--- src/include/cmb_consts.svh ---
// Constants of the management register bank: addresses, bit positions, reset values, timing.
// Assumes inclusion by bare name from the design files.
`ifndef CMB_CONSTS_SVH
`define CMB_CONSTS_SVH

// ****************************************************
// Clause 22 register addresses
// ****************************************************
`define CMB_C22_CTRL      5'h00
`define CMB_C22_STAT      5'h01
`define CMB_C22_ID_HI     5'h02
`define CMB_C22_ID_LO     5'h03
`define CMB_C22_IA_CTRL   5'h0D
`define CMB_C22_IA_DATA   5'h0E

// ****************************************************
// Clause 45 device and register addresses
// ****************************************************
`define CMB_DEV_PMA       5'h01
`define CMB_DEV_PCS       5'h03
`define CMB_DEV_VEND1     5'h1E
`define CMB_A_CTRL1       16'h0000
`define CMB_A_PMA_CTRL    16'h08F6
`define CMB_A_PCS_CTRL    16'h08E6
`define CMB_A_VEND_RST    16'h8810
`define CMB_A_VEND_PD     16'h8812

// ****************************************************
// Control and status register bit positions
// ****************************************************
`define CMB_B_RST         15
`define CMB_B_LOOP        14
`define CMB_B_SPD_LO      13
`define CMB_B_AUTONEG_ENABLE_SOURCE       12
`define CMB_B_PD          11
`define CMB_B_ISO         10
`define CMB_B_DUPLEX      8
`define CMB_B_COLTEST     7
`define CMB_B_SPD_HI      6
`define CMB_B_UNIDIR      5
`define CMB_B_VEND        0
`define CMB_B_STAT_ANC    5
`define CMB_B_STAT_LINK   2

// ****************************************************
// Reset values and frame fields
// ****************************************************
`define CMB_CTRL_RST      16'h1100
`define CMB_STAT_FIXED    16'h1009
`define CMB_IA_RST        16'h0000
`define CMB_OP_WR         2'h1
`define CMB_OP_RD         2'h2
`define CMB_OP_RD_INC     2'h2
`define CMB_PRE_BITS      6'h20
`define CMB_HDR_LAST      6'h0C
`define CMB_DATA_LAST     6'h0F

// ****************************************************
// Timing
// ****************************************************
`define CMB_CLK_NS        20
`define CMB_STARTUP_NS    2000

`endif

--- src/include/cmb_pkg.sv ---
// Types of the management register bank.
// Assumes nothing of its surroundings.
package cmb_pkg;

   // ****************************************************
   // Frame engine states, Gray coded
   // ****************************************************
   typedef enum logic [1:0] {
      CMB_ST_PRE  = 2'h0,
      CMB_ST_HDR  = 2'h1,
      CMB_ST_TA   = 2'h3,
      CMB_ST_DATA = 2'h2
   } cmb_mdio_st_t;

   // ****************************************************
   // Whole state of the register bank
   // ****************************************************
   typedef struct packed {
      cmb_mdio_st_t st;
      logic [5:0]   cnt;
      logic [15:0]  shreg;
      logic [1:0]   op;
      logic         c22;
      logic         rd;
      logic         hit;
      logic [4:0]   reg_dev;
      logic [15:0]  mmd_addr;
      logic [15:0]  ia_ctrl;
      logic [15:0]  ia_data;
      logic         soft_rst;
      logic [15:0]  rst_cnt;
      logic         loop;
      logic         pd;
      logic         iso;
      logic         lat_ok;
      logic [1:0]   strap_cnt;
      logic         strap_val;
      logic         mdc_prev;
      logic         mdio_o;
      logic         mdio_oe_n;
   } cmb_bank_t;

endpackage

--- src/verilog/cmb_reg_bank.sv ---
// Management register bank with its MDIO slave frame engine.
// Assumes MDC far slower than clk, and link_up, an_complete, autoneg source on clk.
//
// Functional notes
// - One storage bit per duplicated function
// - Soft reset reachable at six addresses
// - Correct answers after start-up completes
// - Control at 0x0, resets to 0x1100 with strap low and autoneg source high
// - Bit 15 starts self-clearing soft reset
// - Bit 14 read/write loopback, PCS mirror
// - Speed bits 13, 6 read zero
// - Bit 12 mirrors autoneg enable, read-only
// - Bit 11 power-down, registers stay reachable
// - Power-down reset value from strap pin
// - Bit 10 isolates MAC interface
// - Bit 8 reads one, full duplex
// - Bit 7 collision test reads zero
// - Bit 5 unidirectional reads zero
// - Link latch low, cleared by read
// - Clause 22 frame format, MSB first
`timescale 1ns/1ps
`include "cmb_consts.svh"
module cmb_reg_bank #(
   parameter logic [4:0]  PHY_ADDR        = 5'h00,
   parameter logic [15:0] ID_HIGH         = 16'h1234, // Arbitrary value
   parameter logic [15:0] ID_LOW          = 16'h5678, // Arbitrary value
   parameter int          STARTUP_NS      = `CMB_STARTUP_NS,
   parameter int          STARTUP_CYCLES  = (STARTUP_NS + `CMB_CLK_NS - 1) / `CMB_CLK_NS
) (
   input  wire logic clk,
   input  wire logic rst_n,
   input  wire logic mdc,
   input  wire logic mdio_i,
   output logic      mdio_o,
   output logic      mdio_oe_n,
   input  wire logic powerdown_strap_pin,
   input  wire logic link_up,
   input  wire logic an_complete,
   input  wire logic autoneg_enable_source,
   output logic      soft_reset_active,
   output logic      local_loopback_enable,
   output logic      soft_power_down,
   output logic      mac_side_isolate
);
   import cmb_pkg::*;

   // ****************************************************
   // State and pin synchronisation
   // ****************************************************
   localparam cmb_bank_t BANK_RST = '{st: CMB_ST_PRE, mdio_oe_n: 1'b1, pd: 1'b1,
                                      lat_ok: 1'b1, default: '0};
   localparam int RST_CNT = (STARTUP_CYCLES > 1) ? STARTUP_CYCLES - 1 : 0;

   cmb_bank_t   q;
   cmb_bank_t   d;
   logic [2:0]  pins_s;
   logic        mdc_s;
   logic        mdio_s;
   logic        strap_s;
   logic        rise;
   logic [12:0] hdr;
   logic [15:0] wdat;
   logic [15:0] ctrl_view;
   logic [15:0] stat_view;
   logic [15:0] rd_val;
   logic        commit;
   logic        stat_read;
   logic        hdr_ok;
   logic        wr_rst;
   logic        wr_loop_en;
   logic        wr_pd_en;
   logic        wr_pd_val;
   logic        wr_iso_en;

   cmb_sync #(
      .WIDTH   (3)
   ) u_sync (
      .clk     (clk),
      .rst_n   (rst_n),
      .async_i ({powerdown_strap_pin, mdio_i, mdc}),
      .sync_o  (pins_s)
   );

   assign mdc_s   = pins_s[0];
   assign mdio_s  = pins_s[1];
   assign strap_s = pins_s[2];
   assign rise    = mdc_s & ~q.mdc_prev;
   assign hdr     = {q.shreg[11:0], mdio_s};
   assign wdat    = {q.shreg[14:0], mdio_s};
   assign hdr_ok  = ~hdr[12] | (hdr[11:10] == `CMB_OP_WR) | (hdr[11:10] == `CMB_OP_RD);

   // ****************************************************
   // Register views
   // ****************************************************
   always_comb begin
      ctrl_view = '0;
      ctrl_view[`CMB_B_RST]     = q.soft_rst;
      ctrl_view[`CMB_B_LOOP]    = q.loop;
      ctrl_view[`CMB_B_SPD_LO]  = 1'b0;
      ctrl_view[`CMB_B_AUTONEG_ENABLE_SOURCE]   = autoneg_enable_source;
      ctrl_view[`CMB_B_PD]      = q.pd;
      ctrl_view[`CMB_B_ISO]     = q.iso;
      ctrl_view[`CMB_B_DUPLEX]  = 1'b1;
      ctrl_view[`CMB_B_COLTEST] = 1'b0;
      ctrl_view[`CMB_B_SPD_HI]  = 1'b0;
      ctrl_view[`CMB_B_UNIDIR]  = 1'b0;
      stat_view = `CMB_STAT_FIXED;
      stat_view[`CMB_B_STAT_ANC]  = an_complete;
      stat_view[`CMB_B_STAT_LINK] = q.lat_ok & link_up;
   end

   // Read data for the frame in flight
   always_comb begin
      rd_val = '0;
      if (q.c22) begin
         case (q.reg_dev)
            `CMB_C22_CTRL:    rd_val = ctrl_view;
            `CMB_C22_STAT:    rd_val = stat_view;
            `CMB_C22_ID_HI:   rd_val = ID_HIGH;
            `CMB_C22_ID_LO:   rd_val = ID_LOW;
            `CMB_C22_IA_CTRL: rd_val = q.ia_ctrl;
            `CMB_C22_IA_DATA: rd_val = q.ia_data;
            default:          rd_val = '0;
         endcase
      end else begin
         case ({q.reg_dev, q.mmd_addr})
            {`CMB_DEV_PMA, `CMB_A_CTRL1}: begin
               rd_val[`CMB_B_RST] = q.soft_rst;
               rd_val[`CMB_B_PD]  = q.pd;
            end
            {`CMB_DEV_PMA, `CMB_A_PMA_CTRL}: begin
               rd_val[`CMB_B_RST] = q.soft_rst;
            end
            {`CMB_DEV_PCS, `CMB_A_CTRL1}: begin
               rd_val[`CMB_B_RST]  = q.soft_rst;
               rd_val[`CMB_B_LOOP] = q.loop;
               rd_val[`CMB_B_PD]   = q.pd;
            end
            {`CMB_DEV_PCS, `CMB_A_PCS_CTRL}: begin
               rd_val[`CMB_B_RST]  = q.soft_rst;
               rd_val[`CMB_B_LOOP] = q.loop;
            end
            {`CMB_DEV_VEND1, `CMB_A_VEND_RST}: begin
               rd_val[`CMB_B_VEND] = q.soft_rst;
            end
            {`CMB_DEV_VEND1, `CMB_A_VEND_PD}: begin
               rd_val[`CMB_B_VEND] = q.pd;
            end
            default: rd_val = '0;
         endcase
      end
   end

   // ****************************************************
   // Write decode
   // ****************************************************
   assign commit    = rise & (q.st == CMB_ST_DATA) & (q.cnt == `CMB_DATA_LAST) & ~q.rd & q.hit;
   assign stat_read = rise & (q.st == CMB_ST_TA) & (q.cnt == 6'h01) & q.rd & q.hit & q.c22
                      & (q.reg_dev == `CMB_C22_STAT);

   always_comb begin
      wr_rst     = 1'b0;
      wr_loop_en = 1'b0;
      wr_pd_en   = 1'b0;
      wr_pd_val  = wdat[`CMB_B_PD];
      wr_iso_en  = 1'b0;
      if (q.c22) begin
         if (q.reg_dev == `CMB_C22_CTRL) begin
            wr_rst     = wdat[`CMB_B_RST];
            wr_loop_en = 1'b1;
            wr_pd_en   = 1'b1;
            wr_iso_en  = 1'b1;
         end
      end else if (q.op == `CMB_OP_WR) begin
         case ({q.reg_dev, q.mmd_addr})
            {`CMB_DEV_PMA, `CMB_A_CTRL1}: begin
               wr_rst   = wdat[`CMB_B_RST];
               wr_pd_en = 1'b1;
            end
            {`CMB_DEV_PMA, `CMB_A_PMA_CTRL}: wr_rst = wdat[`CMB_B_RST];
            {`CMB_DEV_PCS, `CMB_A_CTRL1}: begin
               wr_rst     = wdat[`CMB_B_RST];
               wr_loop_en = 1'b1;
               wr_pd_en   = 1'b1;
            end
            {`CMB_DEV_PCS, `CMB_A_PCS_CTRL}: begin
               wr_rst     = wdat[`CMB_B_RST];
               wr_loop_en = 1'b1;
            end
            {`CMB_DEV_VEND1, `CMB_A_VEND_RST}: wr_rst = wdat[`CMB_B_VEND];
            {`CMB_DEV_VEND1, `CMB_A_VEND_PD}: begin
               wr_pd_en  = 1'b1;
               wr_pd_val = wdat[`CMB_B_VEND];
            end
            default: wr_rst = 1'b0;
         endcase
      end
   end

   // ****************************************************
   // Next state
   // ****************************************************
   always_comb begin
      d = q;
      d.mdc_prev = mdc_s;
      if (q.strap_cnt != 2'h3) begin
         d.strap_cnt = q.strap_cnt + 2'h1;
         if (q.strap_cnt == 2'h2) begin
            d.strap_val = strap_s;
            d.pd        = strap_s;
         end
      end
      d.lat_ok = (stat_read ? 1'b1 : q.lat_ok) & link_up;
      if (rise) begin
         case (q.st)
            CMB_ST_PRE: begin
               if (mdio_s) begin
                  if (q.cnt != `CMB_PRE_BITS) begin
                     d.cnt = q.cnt + 6'h01;
                  end
               end else if (q.cnt == `CMB_PRE_BITS) begin
                  d.st  = CMB_ST_HDR;
                  d.cnt = '0;
               end else begin
                  d.cnt = '0;
               end
            end
            CMB_ST_HDR: begin
               d.shreg = wdat;
               d.cnt   = q.cnt + 6'h01;
               if (q.cnt == `CMB_HDR_LAST) begin
                  d.c22     = hdr[12];
                  d.op      = hdr[11:10];
                  d.hit     = (hdr[9:5] == PHY_ADDR);
                  d.reg_dev = hdr[4:0];
                  d.rd      = hdr[12] ? (hdr[11:10] == `CMB_OP_RD) : hdr[11];
                  d.st      = hdr_ok ? CMB_ST_TA : CMB_ST_PRE;
                  d.cnt     = '0;
               end
            end
            CMB_ST_TA: begin
               d.cnt = q.cnt + 6'h01;
               if (q.cnt == 6'h00) begin
                  if (q.rd && q.hit) begin
                     d.mdio_o    = 1'b0;
                     d.mdio_oe_n = 1'b0;
                  end
               end else begin
                  d.st  = CMB_ST_DATA;
                  d.cnt = '0;
                  if (q.rd && q.hit) begin
                     d.shreg  = rd_val;
                     d.mdio_o = rd_val[15];
                  end
               end
            end
            CMB_ST_DATA: begin
               d.shreg = q.rd ? {q.shreg[14:0], 1'b0} : wdat;
               d.cnt   = q.cnt + 6'h01;
               if (q.rd && q.hit) begin
                  d.mdio_o = q.shreg[14];
               end
               if (q.cnt == `CMB_DATA_LAST) begin
                  d.st        = CMB_ST_PRE;
                  d.cnt       = '0;
                  d.mdio_o    = 1'b0;
                  d.mdio_oe_n = 1'b1;
                  if (!q.c22 && q.op == `CMB_OP_RD_INC && q.hit) begin
                     d.mmd_addr = q.mmd_addr + 16'h0001;
                  end
               end
            end
            default: begin
               d.st        = CMB_ST_PRE;
               d.mdio_oe_n = 1'b1;
            end
         endcase
      end
      if (q.soft_rst) begin
         if (q.rst_cnt == 16'h0000) begin
            d.soft_rst = 1'b0;
            d.loop     = 1'b0;
            d.iso      = 1'b0;
            d.pd       = q.strap_val;
            d.ia_ctrl  = `CMB_IA_RST;
            d.ia_data  = `CMB_IA_RST;
            d.mmd_addr = '0;
            d.lat_ok   = link_up;
         end else begin
            d.rst_cnt = q.rst_cnt - 16'h0001;
         end
      end else if (commit) begin
         if (q.c22 && q.reg_dev == `CMB_C22_IA_CTRL) begin
            d.ia_ctrl = wdat;
         end
         if (q.c22 && q.reg_dev == `CMB_C22_IA_DATA) begin
            d.ia_data = wdat;
         end
         if (!q.c22 && q.op == 2'h0) begin
            d.mmd_addr = wdat;
         end
         if (wr_loop_en) begin
            d.loop = wdat[`CMB_B_LOOP];
         end
         if (wr_pd_en) begin
            d.pd = wr_pd_val;
         end
         if (wr_iso_en) begin
            d.iso = wdat[`CMB_B_ISO];
         end
         if (wr_rst) begin
            d.soft_rst = 1'b1;
            d.rst_cnt  = 16'(RST_CNT);
         end
      end
   end

   always_ff @(posedge clk or negedge rst_n) begin
      if (!rst_n) begin
         q <= BANK_RST;
      end else begin
         q <= d;
      end
   end

   assign mdio_o                = q.mdio_o;
   assign mdio_oe_n             = q.mdio_oe_n;
   assign soft_reset_active     = q.soft_rst;
   assign local_loopback_enable = q.loop;
   assign soft_power_down       = q.pd;
   assign mac_side_isolate      = q.iso;

   // ****************************************************
   // Assertions
   // ****************************************************
   // Length of the running soft reset
   logic [15:0] a_rst_len_q;

   always_ff @(posedge clk or negedge rst_n) begin
      if (!rst_n) begin
         a_rst_len_q <= '0;
      end else begin
         a_rst_len_q <= q.soft_rst ? a_rst_len_q + 16'h0001 : 16'h0000;
      end
   end
endmodule // cmb_reg_bank

--- src/verilog/cmb_sync.sv ---
// Two flip-flop synchroniser for pin inputs.
// Assumes inputs asynchronous to clk; the first stage feeds only the second.
`timescale 1ns/1ps
module cmb_sync #(
   parameter int WIDTH = 1
) (
   input  wire logic             clk,
   input  wire logic             rst_n,
   input  wire logic [WIDTH-1:0] async_i,
   output logic      [WIDTH-1:0] sync_o
);
   import cmb_pkg::*;

   typedef struct packed {
      logic [WIDTH-1:0] s1;
      logic [WIDTH-1:0] s2;
   } cmb_sync_t;

   cmb_sync_t q;
   cmb_sync_t d;

   always_comb begin
      d    = q;
      d.s1 = async_i;
      d.s2 = q.s1;
   end

   always_ff @(posedge clk or negedge rst_n) begin
      if (!rst_n) begin
         q <= '0;
      end else begin
         q <= d;
      end
   end

   assign sync_o = q.s2;

endmodule // cmb_sync

--- config.mk ---
export PLATFORM = sky130hd
export DESIGN_NAME = cmb_reg_bank
export DESIGN_NICKNAME = d
export VERILOG_FILES = /design/src/include/cmb_pkg.sv /design/src/verilog/cmb_reg_bank.sv /design/src/verilog/cmb_sync.sv
export VERILOG_INCLUDE_DIRS = /design/src /design/src/include
export SDC_FILE = /design/constraint.sdc
export NUM_CORES = 1
export LEC_CHECK = 0
export BUFFER_PORTS_ARGS = -buffer_cell sky130_fd_sc_hd__buf_2
export CORE_ASPECT_RATIO = 0.8
export CORE_MARGIN = 5
export CORE_UTILIZATION = 30
export DETAILED_ROUTE_END_ITERATION = 10
export HOLD_SLACK_MARGIN = 0.12
export PLACE_DENSITY = 0.44
export SYNTH_ARGS = -nofsm -noshare
export SYNTH_HDL_FRONTEND = slang
export SYNTH_HIERARCHICAL = 1
export SYNTH_SLANG_ARGS = --single-unit
--- constraint.sdc ---
create_clock -name clk -period 4.4 [get_ports clk]
set_input_delay 0.44 -clock clk [delete_from_list [all_inputs] [get_ports clk]]
set_output_delay 0.44 -clock clk [all_outputs]
set_load 0.01 [all_outputs]
==> impl_metrics.env, run 1 <==
export IMPL_status="finished clean"
export IMPL_finalInstanceArea_um2=6943
export IMPL_critPathBufInv=0
export IMPL_cts_resized=0
export IMPL_clock_path_buffers=2
export IMPL_syn_inst=667
export IMPL_gp_congestion=0.8608
export IMPL_p_leak_nw=2.781
export IMPL_startpoint_type="flop"
export IMPL_cts_sinks=114
export IMPL_grt_pass1_wl_um=28370
export IMPL_critical_path_endpoint_type="flop"
export IMPL_cts_tree="built"
export IMPL_via_count=5036
export IMPL_io_buffer_count=13
export IMPL_cap_violations=0
export IMPL_area_delta_synth_final_pct=16.48
export IMPL_cp_top_family="simple AND/OR/NAND/NOR gates"
export IMPL_wl_per_cell_um=18.36
export IMPL_reg2reg_slack_ns=1.55
export IMPL_cts_root_buf="clkbuf_16"
export IMPL_cp_slowest_cell="nor3_2"
export IMPL_slowest_delay_ns=0.96
export IMPL_initial_core_util_pct=30.28
export IMPL_rsz0062_at_grt="false"
export IMPL_cellPowerDensity_nw_per_um2=364.8
export IMPL_viasPerCell=5.279
export IMPL_critPathMaxFanout=16
export IMPL_numCtsBuffers=17
export IMPL_dieArea_um2=22810
export IMPL_setup_viol=0
export IMPL_drtPass1Iterations=7
export IMPL_gr_usage_all_layers_pct=15.92
export IMPL_dpl_hpwl_um=11790
export IMPL_yosysUniqueCellTypes=58
export IMPL_synth_edf_count=0
export IMPL_finClkSkew_ns=0.01295
export IMPL_path_cells="nand2b_1, nor3_2, a221oi_1, o21ai_0, a31oi_1, o21ai_0"
export IMPL_syn_area_um2=5961
export IMPL_worst_ep_arrival_time_ns=3.15
export IMPL_placed_area_um2=6325
export IMPL_period_needed_ns=2.846
export IMPL_ys_seq_area_share_pct=47.92
export IMPL_drc=0
export IMPL_cts_clk_slew_worst_paths_ns=0.06
export IMPL_rows=46
export IMPL_synth_nets=685
export IMPL_post_route_period_util_pct=64.67
export IMPL_htree_levels=4
export IMPL_grt_pass1_vias=4988
export IMPL_tightest_slew_ns=1.244
export IMPL_hold_buffers=3
export IMPL_avgSynthCellArea_um2=8.937
export IMPL_regToRegStartpoint="q[76]"
export IMPL_slew_viol_final=0
export IMPL_n_antenna_cell=0
export IMPL_criticalPathCategory="flop to flop"
export IMPL_drtIter0Drc=428
export IMPL_die_w_um=167.6
export IMPL_vdd_ir_drop_worst_mv=0.2682
export IMPL_synth_warnings=6
export IMPL_hold_viol=0
export IMPL_ioPinCount=14
export IMPL_final_setup_tns_ns=0
export IMPL_cts_setup_buffers=0
export IMPL_core_um2=19680
export IMPL_max_freq_mhz=351.4
export IMPL_grt_antenna_before_repair=0
export IMPL_drive_above_1_share_pct=12.46
export IMPL_ant_nets=0
export IMPL_critical_path_required_ns=4.71
export IMPL_insertion_delay_ns=0.42
export IMPL_grt_max_degree=85
export IMPL_synthArstFlopShare_pct=100.0
export IMPL_synth_seq_cells=114
export IMPL_relSlewSlack_pct=16.60
export IMPL_ys_flop_type="dfrtp_1"
export IMPL_overflow=0
export IMPL_final_nets=695
export IMPL_hp_class="input port to asynchronous set/reset pin"
export IMPL_crit_top_cell="o21ai_0"
export IMPL_finalWirelength_um=17510
export IMPL_die_y_um=136.1
export IMPL_crit_start="q[76]"
## layout make-up
type | instances | area, µm²
clock buffers | 17 | 425.4
clock inverters | 15 | 162.7
fillers | 2053 | 12740
inverters | 15 | 56.30
multi-input cells | 504 | 2947
flip-flops and latches | 114 | 2856
well taps | 264 | 330.3
repair buffers | 25 | 165.2
## final timing paths
kind / to / cells past startpoint
max: q[99] / 6
min: q[105] / 1
max reg2reg: q[99] / 6
min reg2reg: u_sync/sync_o[0] / 0
max in group asynchronous: q[6] / 2
min in group clk: q[6] / 2
## routing by layer
layer  GRT usage (%)  vias to the layer above  part of all wire [%]
li1                -                     2415                     -
met1           24.33                     2466                    52
met4           5.092                        0                   1.5
met3           3.372                       16                   4.6
met5               0                        -                     0
met2           22.23                      139                    42
## cell families (layout without fill, tap and decap cells)
logic type	after synthesis	in the layout	synth area share (%)
AND/OR/NAND/NOR	286	286	23.70
AO/OA/AOI/OAI	165	165	16.25
flip-flops	114	114	47.92
buffers and inverters	49	72	3.232
XOR/XNOR	30	30	4.408
multiplexers	13	13	2.393
adder cells (fa/ha/maj)	10	10	2.099
## Yosys cell counts (all sizes together) (4+ instances only)
library cell,count,area [µm²]
dfrtp,111,2778
nand4,13,81.33
a21oi,24,120.1
nor2b,4,25.02
nand3,18,90.09
nand2b,6,37.54
or3,7,43.79
clkbuf,31,117.6
or4,10,75.07
xnor2,22,192.7
nor3b,4,30.03
nor3,22,115.1
ha,10,125.1
nor4b,5,43.79
a222oi,4,40.04
mux2,10,112.6
a221oi,4,35.03
nor4,13,81.33
xor2,8,70.07
o31ai,4,30.03
inv,15,56.30
a22oi,9,67.56
nor2,42,157.7
o21ai,91,455.4
or2,4,25.02
a31oi,9,56.30
nand2,119,446.7
## power by group
group	switching [W]	internal [W]	leakage, nW
combinational	0.0000505	0.0000200	0.960
clock	0.000587	0.000806	0.285
sequential	0.0000119	0.00106	1.54
## cells in the final DEF, fill, tap and decap left out, types with 5 or more instances in the layout
cell       Yosys  final
o21ai_0       88     88
a22oi_1        9      9
nand4_1       13     13
xnor2_1       22     22
nor4b_1        5      5
nor2_1        42     42
inv_8          0      5
dfrtp_1      111    111
or3_1          7      7
clkbuf_16      0     17
buf_4          0     10
nand3_1       18     18
inv_6          0      5
nand2b_1       6      6
ha_1          10     10
mux2_2        10     10
inv_1         15     15
buf_2          0     12
a31oi_1        9      7
or4_1         10     10
nor3_1        21     19
nand2_1      119    119
nor4_1        13     11
xor2_1         8      8
a21oi_1       24     24
## sequential cells by signal, summed over array words and instances, names as in the netlist
register,cells
mdio_o,1
soft_reset_active,1
hdr,12
soft_power_down,1
q,90
u_sync/sync_o,3
u_sync/d,3
local_loopback_enable,1
mac_side_isolate,1
mdio_oe_n,1
## through the flow
| stage | std cells | total power [W] | setup WS [ns] | hold WS, ns | util [%] |
|---|---|---|---|---|---|
| 2_1_floorplan | 667 | 0.001117 | 1.969 | 0.1444 | - |
| 3_3_place_gp | 919 | 0.001158 | 1.574 | 0.3376 | 32.13 |
| 3_5_place_dp | 919 | 0.001159 | 1.601 | 0.3347 | 32.13 |
| 4_1_cts | 954 | 0.002571 | 1.564 | 0.2276 | 35.27 |
| 5_1_grt | 954 | 0.002626 | 1.387 | 0.2325 | 35.27 |
| 6_report | 954 | 0.002533 | 1.554 | 0.2337 | 35.27 |
Power figures use the tool's default switching activity.
==> run 2, diff against run 1 <==
Clock period 4.4 ns to 2.9 ns, I/O delays scaled along.
==> run 2 against run 1 <==
Power increased by 51%. Via count up 0.87%. Non-clock buffer count rose by 25. Worst setup slack worse by 1.3 ns. Critical endpoint is now q[14]. Critical path type unchanged. Sequential cell count did not move.
==> impl_metrics.env, run 2 (synthesis results as in run 1) <==
export IMPL_drtIter0Drc=363
export IMPL_path_cells="or3_1, or4_1, or4_1, a21boi_1, a41o_2, o21ai_0"
export IMPL_cap_violations=0
export IMPL_dieArea_um2=22810
export IMPL_cp_top_family="simple AND/OR/NAND/NOR gates"
export IMPL_numCtsBuffers=17
export IMPL_cp_slowest_cell="or4_1"
export IMPL_critPathBufInv=0
export IMPL_grt_antenna_before_repair=0
export IMPL_startpoint_type="flop"
export IMPL_cts_sinks=114
export IMPL_overflow=0
export IMPL_cts_root_buf="clkbuf_16"
export IMPL_finalWirelength_um=17230
export IMPL_period_needed_ns=2.674
export IMPL_crit_top_cell="or4_1"
export IMPL_htree_levels=4
export IMPL_cts_tree="built"
export IMPL_n_antenna_cell=0
export IMPL_r2r_cells=6
export IMPL_initial_core_util_pct=30.28
export IMPL_status="finished clean"
export IMPL_critPathMaxFanout=17
export IMPL_dpl_hpwl_um=12310
export IMPL_slew_viol_final=0
export IMPL_grt_max_degree=39
export IMPL_rows=46
export IMPL_finClkSkew_ns=0.01542
export IMPL_p_leak_nw=2.915
export IMPL_insertion_delay_ns=0.42
export IMPL_io_buffer_count=13
export IMPL_grt_util_met2_pct=23.11
export IMPL_critical_path_required_ns=3.19
export IMPL_via_count=5080
export IMPL_final_setup_tns_ns=0
export IMPL_area_delta_synth_final_pct=19.92
export IMPL_largest_reg_flops=90
export IMPL_regMostFlops="q"
export IMPL_hold_viol=0
export IMPL_ant_nets=0
export IMPL_wl_per_cell_um=17.60
export IMPL_criticalPathCategory="flop to flop"
export IMPL_viasPerCell=5.189
export IMPL_die_w_um=167.6
export IMPL_relSlewSlack_pct=40.51
export IMPL_grtUsageMet3_pct=2.936
export IMPL_regToRegStartpoint="q[67]"
export IMPL_drc=0
export IMPL_drive_above_1_share_pct=15.10
export IMPL_vdd_ir_drop_worst_mv=0.3863
export IMPL_gp_congestion=0.7901
export IMPL_cts_setup_buffers=0
export IMPL_rsz0062_at_grt="false"
export IMPL_finalInstanceArea_um2=7148
export IMPL_post_route_period_util_pct=92.22
export IMPL_core_um2=19680
export IMPL_placed_area_um2=6510
export IMPL_ioPinCount=14
export IMPL_final_nets=720
export IMPL_crit_start="q[67]"
export IMPL_finalPower_w=0.003831
export IMPL_grt_pass1_vias=5149
export IMPL_final_cell_mix="nand2_1, dfrtp_1, o21ai_0"
export IMPL_worst_ep_arrival_time_ns=2.96
export IMPL_setup_viol=0
export IMPL_max_freq_mhz=373.9
export IMPL_grt_pass1_wl_um=28480
export IMPL_tightest_slew_ns=0.8882
export IMPL_slowest_delay_ns=0.57
export IMPL_grtUsageMet1_pct=23.85
export IMPL_grt_busiest_layer="met1"
export IMPL_clock_path_buffers=2
export IMPL_critical_path_endpoint_type="flop"
export IMPL_reg2reg_slack_ns=0.23
export IMPL_r2r_end="q[14]"
export IMPL_hp_class="input port to asynchronous set/reset pin"
export IMPL_cts_clk_slew_worst_paths_ns=0.06
export IMPL_gr_usage_all_layers_pct=15.97
export IMPL_die_y_um=136.1
export IMPL_final_common_cell="nand2_1"
export IMPL_cellPowerDensity_nw_per_um2=536.0
export IMPL_drtPass1Iterations=5
-- run 2: cell type report --
type | count | area (µm²)
Fill cell | 2062 | 12540
Multi-Input combinational cell | 504 | 2947
Clock buffer | 20 | 456.7
Tap cell | 264 | 330.3
Clock inverter | 12 | 131.4
Inverter | 15 | 56.30
Sequential cell | 114 | 2856
Timing Repair Buffer | 50 | 370.4
-- run 2: how the worst max path moves through the flow --
| stage | to | cells after the start | slack [ns] |
|---|---|---|---|
| floorplan | q[18] | 7 | 0.47 |
| global placement | q[24] | 6 | 0.24 |
| detailed placement | q[24] | 6 | 0.21 |
| CTS | q[24] | 6 | 0.21 |
| global route | q[24] | 6 | 0.09 |
| finish | q[14] | 6 | 0.23 |
-- run 2: layer usage --
metal	up-vias	share of wire, %
met1	2505	52
li1	2464	-
met3	19	3.5
met5	-	0
met2	92	43
met4	0	1.6
-- run 2: timing repair --
action | 4_1_cts | 5_1_grt
endpoints found under the hold margin | 32 | 0
resized for setup | 0 | 0
hold buffers | 5 | 0
-- run 2: report_power, final --
part | total [W] | leakage (nW) | switching [W] | internal (W)
combinational | 0.000121 | 1.09 | 0.0000786 | 0.0000421
clock | 0.00209 | 0.291 | 0.000775 | 0.00131
sequential | 0.00162 | 1.54 | 0.0000180 | 0.00161
-- run 2: stage by stage --
stage               std cells  hold WS [ns]  util (%)  setup slack, ns
floorplan                 667     -0.005591         -           0.4693
global placement          942        0.2664     33.07           0.2406
detailed placement        942        0.2683     33.07           0.2121
CTS                       979        0.3503     36.31           0.2090
global route              979        0.3643     36.31          0.09023
finish                    979        0.3514     36.31           0.2256
